===== src/csd_pkg.sv =====
// Notes on behaviour
// Compare only address bits enabled by mask
// DMA or refresh space code 111 blocks selects
// External space code 111 is interrupt acknowledge
// External master drives space code not 111
// No select inside reserved register window
// Base register on chip, software writes it
// Refresh access is one byte read
// Requester space codes undefined, software loads them
// Autovector replaces transfer acknowledge, else high
// Select needs address match and legal code
package csd_pkg;
   localparam int CSD_NUM_CS = 4;
   localparam int CSD_AW = 24;
   localparam int CSD_NUM_REQ = 4;
   // Byte addresses of the registers on the AHB-Lite slave
   localparam logic [11:0] CSD_OFF_BASE = 12'h0F2;
   localparam logic [11:0] CSD_OFF_CSBASE0 = 12'h100;
   localparam logic [11:0] CSD_OFF_CSMASK0 = 12'h120;
   localparam logic [11:0] CSD_OFF_REQFC0 = 12'h140;
   localparam logic [11:0] CSD_OFF_STATUS = 12'h160;
   localparam logic [11:0] CSD_BLOCK_STEP = 12'h004;
   // Reserved window in the low 12 bits of the base-relative address
   localparam logic [11:0] CSD_RSV_LO = 12'h0F0;
   localparam logic [11:0] CSD_RSV_HI = 12'h0FF;
   localparam logic [2:0] CSD_FC_IACK = 3'h7;
   localparam logic [15:0] CSD_BASE_RST = 16'h0000;
   localparam logic [CSD_AW-1:0] CSD_CSBASE_RST = 24'h00_0000;
   localparam logic [CSD_AW-1:0] CSD_CSMASK_RST = 24'h00_0000;
   // Requester indices
   localparam int CSD_REQ_REFRESH = 3;
   typedef enum logic [1:0] {CSD_SZ_BYTE, CSD_SZ_WORD} csd_size_t;
endpackage : csd_pkg


===== src/csd_match.sv =====
// One select comparator
module csd_match
   import csd_pkg::*;
(
   // Programming
   input wire logic [CSD_AW-1:0] base,
   input wire logic [CSD_AW-1:0] mask,
   // Access
   input wire logic [CSD_AW-1:0] addr,
   output logic hit
);
   // Only mask-enabled bits take part; holes in the mask alias the select
   assign hit = ((addr ^ base) & mask) == '0;
endmodule : csd_match


===== src/csd_top.sv =====
// Chip-select decode with on-chip base register and AHB-Lite slave
module csd_top
   import csd_pkg::*;
(
   // Clock and reset
   input wire logic CLK,
   input wire logic SRST,
   // AHB-Lite slave
   input wire logic HSEL,
   input wire logic [31:0] HADDR,
   input wire logic [1:0] HTRANS,
   input wire logic HWRITE,
   input wire logic [2:0] HSIZE,
   input wire logic [31:0] HWDATA,
   input wire logic HREADY,
   output logic [31:0] HRDATA,
   output logic HREADYOUT,
   output logic HRESP,
   // Access to decode
   input wire logic ACC_VALID,
   input wire logic [CSD_AW-1:0] ACC_ADDR,
   input wire logic [2:0] ACCESS_SPACE_CODE,
   input wire logic ACC_EXTERNAL,
   input wire logic [1:0] ACC_REQ,
   // Autovector request from external logic, active low
   input wire logic AUTOVECTOR_REQUEST_N,
   // Decode results
   output logic [CSD_NUM_CS-1:0] CS_N,
   output logic IACK_CYCLE,
   output logic [2:0] REQ_SPACE_CODE,
   output logic REQ_BYTE_READ
);
   typedef struct packed {
      logic [15:0] base_reg;
      logic [CSD_NUM_CS-1:0][CSD_AW-1:0] csbase_reg;
      logic [CSD_NUM_CS-1:0][CSD_AW-1:0] csmask_reg;
      logic [CSD_NUM_REQ-1:0][2:0] reqfc_reg;
      logic wr_pend_reg;
      logic [11:0] wr_addr_reg;
      logic [31:0] rdata_reg;
      logic [CSD_NUM_CS-1:0] cs_n_reg;
      logic iack_reg;
      logic [2:0] req_fc_reg;
      logic byte_rd_reg;
      logic autovec_seen_reg;
   } csd_state_t;

   csd_state_t st_reg;
   csd_state_t st_next;
   logic [CSD_NUM_CS-1:0] hit;
   logic [2:0] eff_fc;
   logic in_rsv;
   logic take;

   // One comparator per select
   genvar g;
   generate
      for (g = 0; g < CSD_NUM_CS; g++) begin : g_cs
         csd_match u_match (
            .base(st_reg.csbase_reg[g]),
            .mask(st_reg.csmask_reg[g]),
            .addr(ACC_ADDR),
            .hit(hit[g])
         );
      end
   endgenerate

   // Register index of a bank of word registers, or -1 when outside it
   function automatic int bank_idx(input logic [11:0] a, input logic [11:0] first, input int n);
      int k;
      bank_idx = -1;
      for (k = 0; k < n; k++) begin
         if (a == first + 12'(k) * CSD_BLOCK_STEP) begin
            bank_idx = k;
         end
      end
   endfunction : bank_idx

   // Word address of the base register; a 16-bit value in the low half
   function automatic logic is_base(input logic [11:0] a);
      is_base = {a[11:2], 2'b00} == {CSD_OFF_BASE[11:2], 2'b00};
   endfunction : is_base

   // Access qualification
   always_comb begin
      // Requesters take their code from their own register, externals from the pins
      eff_fc = ACC_EXTERNAL ? ACCESS_SPACE_CODE : st_reg.reqfc_reg[ACC_REQ];
      // Window is relative to the on-chip base: upper 12 address bits must equal its low 12 bits
      in_rsv = (ACC_ADDR[CSD_AW-1:12] == st_reg.base_reg[CSD_AW-13:0])
         && (ACC_ADDR[11:0] >= CSD_RSV_LO) && (ACC_ADDR[11:0] <= CSD_RSV_HI);
   end

   assign take = HSEL && HREADY && HTRANS[1];

   always_comb begin
      int i;
      i = 0;
      st_next = st_reg;
      // Decode: a select needs a match and a code other than 111
      st_next.iack_reg = ACC_VALID && ACC_EXTERNAL && (ACCESS_SPACE_CODE == CSD_FC_IACK);
      for (i = 0; i < CSD_NUM_CS; i++) begin
         st_next.cs_n_reg[i] = !(ACC_VALID && hit[i] && !in_rsv && (eff_fc != CSD_FC_IACK));
      end
      st_next.req_fc_reg = eff_fc;
      // Refresh cycles are byte reads only
      st_next.byte_rd_reg = ACC_VALID && !ACC_EXTERNAL && (ACC_REQ == 2'(CSD_REQ_REFRESH));
      // Autovector only counts during an acknowledge cycle; it stands in for the acknowledge
      st_next.autovec_seen_reg = st_next.iack_reg && !AUTOVECTOR_REQUEST_N;
      // Write data phase
      st_next.wr_pend_reg = take && HWRITE;
      if (take) begin
         st_next.wr_addr_reg = HADDR[11:0];
      end
      if (st_reg.wr_pend_reg) begin
         // Base register lives here, so only a bus write or reset changes it
         if (is_base(st_reg.wr_addr_reg)) begin
            st_next.base_reg = HWDATA[15:0];
         end
         i = bank_idx(st_reg.wr_addr_reg, CSD_OFF_CSBASE0, CSD_NUM_CS);
         if (i >= 0) begin
            st_next.csbase_reg[i] = HWDATA[CSD_AW-1:0];
         end
         i = bank_idx(st_reg.wr_addr_reg, CSD_OFF_CSMASK0, CSD_NUM_CS);
         if (i >= 0) begin
            st_next.csmask_reg[i] = HWDATA[CSD_AW-1:0];
         end
         i = bank_idx(st_reg.wr_addr_reg, CSD_OFF_REQFC0, CSD_NUM_REQ);
         if (i >= 0) begin
            st_next.reqfc_reg[i] = HWDATA[2:0];
         end
      end
      // Read data is captured at the address phase; unmapped reads give zero
      if (take && !HWRITE) begin
         st_next.rdata_reg = 32'h0000_0000;
         if (is_base(HADDR[11:0])) begin
            st_next.rdata_reg = {16'h0000, st_reg.base_reg};
         end
         if (HADDR[11:0] == CSD_OFF_STATUS) begin
            st_next.rdata_reg = {24'h00_0000, st_reg.autovec_seen_reg, st_reg.iack_reg,
               st_reg.byte_rd_reg, 1'b0, st_reg.cs_n_reg};
         end
         i = bank_idx(HADDR[11:0], CSD_OFF_CSBASE0, CSD_NUM_CS);
         if (i >= 0) begin
            st_next.rdata_reg = {8'h00, st_reg.csbase_reg[i]};
         end
         i = bank_idx(HADDR[11:0], CSD_OFF_CSMASK0, CSD_NUM_CS);
         if (i >= 0) begin
            st_next.rdata_reg = {8'h00, st_reg.csmask_reg[i]};
         end
         i = bank_idx(HADDR[11:0], CSD_OFF_REQFC0, CSD_NUM_REQ);
         if (i >= 0) begin
            st_next.rdata_reg = {29'h0000_0000, st_reg.reqfc_reg[i]};
         end
      end
   end

   // State register; requester codes keep whatever they hold, as in the RAM
   always_ff @(posedge CLK) begin
      if (SRST) begin
         st_reg.base_reg <= CSD_BASE_RST;
         st_reg.csbase_reg <= '0;
         st_reg.csmask_reg <= '0;
         st_reg.wr_pend_reg <= 1'b0;
         st_reg.wr_addr_reg <= 12'h000;
         st_reg.rdata_reg <= 32'h0000_0000;
         st_reg.cs_n_reg <= '1;
         st_reg.iack_reg <= 1'b0;
         st_reg.req_fc_reg <= 3'h0;
         st_reg.byte_rd_reg <= 1'b0;
         st_reg.autovec_seen_reg <= 1'b0;
         st_reg.reqfc_reg <= st_next.reqfc_reg;
      end else begin
         st_reg <= st_next;
      end
   end

   // Data and decode outputs straight from flip-flops; slave never waits, ready and response tied off
   assign HRDATA = st_reg.rdata_reg;
   assign HREADYOUT = 1'b1;
   assign HRESP = 1'b0;
   assign CS_N = st_reg.cs_n_reg;
   assign IACK_CYCLE = st_reg.iack_reg;
   assign REQ_SPACE_CODE = st_reg.req_fc_reg;
   assign REQ_BYTE_READ = st_reg.byte_rd_reg;
endmodule : csd_top

===== config.mk =====
export PLATFORM = sky130hd
export DESIGN_NAME = csd_top
export DESIGN_NICKNAME = d
export VERILOG_FILES = /design/src/csd_pkg.sv /design/src/csd_match.sv /design/src/csd_top.sv
export SDC_FILE = /design/constraint.sdc
export NUM_CORES = 1
export LEC_CHECK = 0
export BUFFER_PORTS_ARGS = -buffer_cell sky130_fd_sc_hd__clkbuf_2
export CAP_MARGIN = 20
export CORE_ASPECT_RATIO = 0.6
export CORE_MARGIN = 4
export CORE_UTILIZATION = 40
export CTS_BUF_LIST = sky130_fd_sc_hd__clkbuf_8
export DETAILED_ROUTE_END_ITERATION = 7
export GPL_ROUTABILITY_DRIVEN = 0
export SYNTH_ARGS = -nofsm -noshare
export SYNTH_HDL_FRONTEND = slang
export SYNTH_SLANG_ARGS = --single-unit

===== constraint.sdc =====
create_clock -name CLK -period 2.1 [get_ports CLK]
set_input_delay 0.105 -clock CLK [delete_from_list [all_inputs] [get_ports CLK]]
set_output_delay 0.105 -clock CLK [all_outputs]
set_load 0.01 [all_outputs]

==> flow_summary_export.csv <==
group,metric,value,unit
status,outcome,"finished with violations",
status,violations,"setup timing",
cells_and_area,post-route-cell-area,0.0158,sq mm
pwr,swShare,0.260,
grt,grt_usage,0.282,
grt,grt_pass1_wl,76.8,mm
synth,yosys_register_bits,267,
cells_and_area,fin_util,0.485,
drt,drt_iter0_drc,1872,
clock_network,cts_tree,"yes",
cells_and_area,final_common_cell,"nand2_1",
grt,antenna_found_initial,0,
cells_and_area,layout.area.seq,0.00547,sq mm
setup_path,path_cells,"mux4_2 -> mux2i_4 -> nor3_2 -> or3_4 -> or4_1",
cells_and_area,final_cell_mix,"nand2_1, dfxtp_1, a21oi_1, clkbuf_2, xor2_1",
drt,via_per_inst,5.90,
synth,syn-mean-instance-area,8.51,sq um
pwr,clkPwrFrac,0.415,
sta,period_needed,2.20,ns
placement,io_buffer_count,106,
setup_path,crit_path_start_kind,"flip-flop",
sta,rsz0062_at_grt,"yes",
cells_and_area,fillCellCount,3099,
synth,yosysSeqAreaShare,0.412,
synth,synth_edf_count,12,
grt,overflow,0,
sta,setup_violations,5,
sta,fmax,454,MHz
sta,finalCritPeriodShare,1.05,
setup_path,cp_max_fo,4,
die,num_rows,51,
synth,yosysWarningCount,0,
clock_network,htreeDepth,2,
die,core-area,0.0325,sq mm
sta,slew_headroom,0.221,
synth,netlist_area,0.0133,sq mm
synth,syn_inst,1559,
die,die_y,149,um
setup_path,critPathBufInv,0,
sta,worst_slack,-0.102,ns
sta,tightestPinTransition,1.17,ns
die,die_x,243,um
synth,synth_cell_types,57,
pwr,intPower,7.55,mW
min_path,hold_path_class,"in2reg",
placement,dp_slack,-0.141,ns
drt,drc,0,
cells_and_area,finalNonFillerCells,2115,
setup_path,worstPathArrival,2.63,ns
setup_path,endpoint_kind,"flip-flop",
placement,dp_hpwl,35.7,mm
sta,maxSlewViolCount,0,
synth,synth_flop_cell,"dfxtp_1",
grt,first_global_vias,11674,
setup_path,critPathKind,"reg2reg",
pwr,power_density,646,mW/mm^2
die,dieArea,0.0362,sq mm
grt,grt_max_degree,126,
sta,holdWs,0.0127,ns
clock_network,worst_skew_pair.late_latency,0.58,ns
setup_path,slowest_delay,0.53,ns
die,initial_core_util,0.408,
setup_path,path_delay_family,"simple AND/OR/NAND/NOR gates",
die,io_pins,149,
pwr,p_leak,6.10,nW
pwr,p_seq_frac,0.503,
placement,dpl.cell_count,1991,
clock_network,clock_sinks,267,
setup_path,crit_required,2.53,ns
sta,fin_worst_skew,0.0272,ns
pwr,ir_drop,0.000450,V
cells_and_area,multi_input_area,0.00705,sq mm
cells_and_area,nNetsFinal,1772,
drt,ant_nets,0,
clock_network,cts-root-buf,"clkbuf_8",
drt,drt-pass1-iter-count,6,
drt,routedWlPerCell,25.1,um
clock_network,clkTransAtPathRegs,0.07,ns
cells_and_area,antennaDiodeCount,0,
cells_and_area,syn_to_final_growth,19.1,%
drt,via_count,12474,
pwr,power.switching,2.65,mW
pwr,comb_power_share,0.082,
sta,hold_violations,0,
synth,async_flop_share,0,
drt,postRouteWirelength,53.0,mm
pwr,power,10.2,mW
placement,placed_area,0.0144,sq mm
sta,setup_tns,-0.273,ns
setup_path,cpMaxStageDelayCell,"mux4_2",
flow_run,maxCapViolations,0,
clock_network,cts_buffers,40,
cells_and_area,largest_reg_flops,234,
clock_network,max-clock-path-buffers,3,
cells_and_area,drive_gt1_frac,0.185,
[power groups by stage]
stage | sequential [mW] | clock [mW] | combinational (mW)
finish | 5.13 | 4.23 | 0.835
global route | 5.13 | 4.50 | 0.868
CTS | 5.13 | 4.27 | 0.787
detailed placement | 5.24 | 0 | 0.698
global placement | 5.24 | 0 | 0.694
floorplan | 5.24 | 0 | 0.414
[per-layer routing]
metal  track usage  wire, um  share of wire  vias to the layer above
met2         0.398     21300           0.40                      826
met4        0.0582      1290          0.024                        2
met3        0.0880      7230           0.14                      113
li1              -         -              -                     5533
met5             0        50        0.00094                        -
met1         0.421     23100           0.44                     6000
[cell usage after synthesis, types with 12 or more instances]
cell	count	area, sq um
nand2_1	354	1330
dfxtp_1	255	5100
a21oi_1	181	906
clkbuf_1	123	462
xor2_1	96	841
mux2i_1	91	911
nor2_1	87	327
a22oi_1	53	398
buf_4	41	308
mux4_2	28	631
o21ai_0	23	115
nand4_1	20	125
buf_2	14	70.1
and2_1	12	75.1
edfxtp_1	12	360
nor3_1	12	60.1
xnor2_1	12	105
[final timing paths]
check,from,end,slack [ns],cells after the start
min reg2reg,HRDATA[19]$_SDFFE_PP0P_,HRDATA[19]$_SDFFE_PP0P_,0.45,2
max,st_reg[56]$_DFFE_PP_,CS_N[3]$_SDFF_PP1_,-0.10,5
max reg2reg,st_reg[56]$_DFFE_PP_,CS_N[3]$_SDFF_PP1_,-0.10,5
min,HWDATA[2],st_reg[189]$_SDFFE_PP0P_,0.01,3
[cells by family after synthesis]
family | share of synthesized area
simple gates | 0.179
compound gates | 0.146
flops | 0.412
buf+inv | 0.0672
mux | 0.125
xor+xnor | 0.0713
other cells | 0.000566
[tightest hold or removal path: stages]
cell      delay, ns
clkbuf_2       0.25
nand2_1        0.12
a21oi_1        0.06
[area by class of cell]
class / count / share of cell area
well taps: 424 / 0.0336
inverters: 5 / 0.00119
clock inverters: 17 / 0.00428
clock buffers: 50 / 0.0436
flip-flops and latches: 267 / 0.346
repair buffers: 240 / 0.125
multi-input cells: 1112 / 0.446
[repair_timing]
item                                   4_1_cts  5_1_grt
gates cloned                                 0        2
hold buffers                                42        0
setup endpoints to repair                    6      128
resized for setup                            8       19
endpoints found under the hold margin      205        0
pin swaps                                    2       10
setup buffers                               10       10
Power figures use the tool's default switching activity.
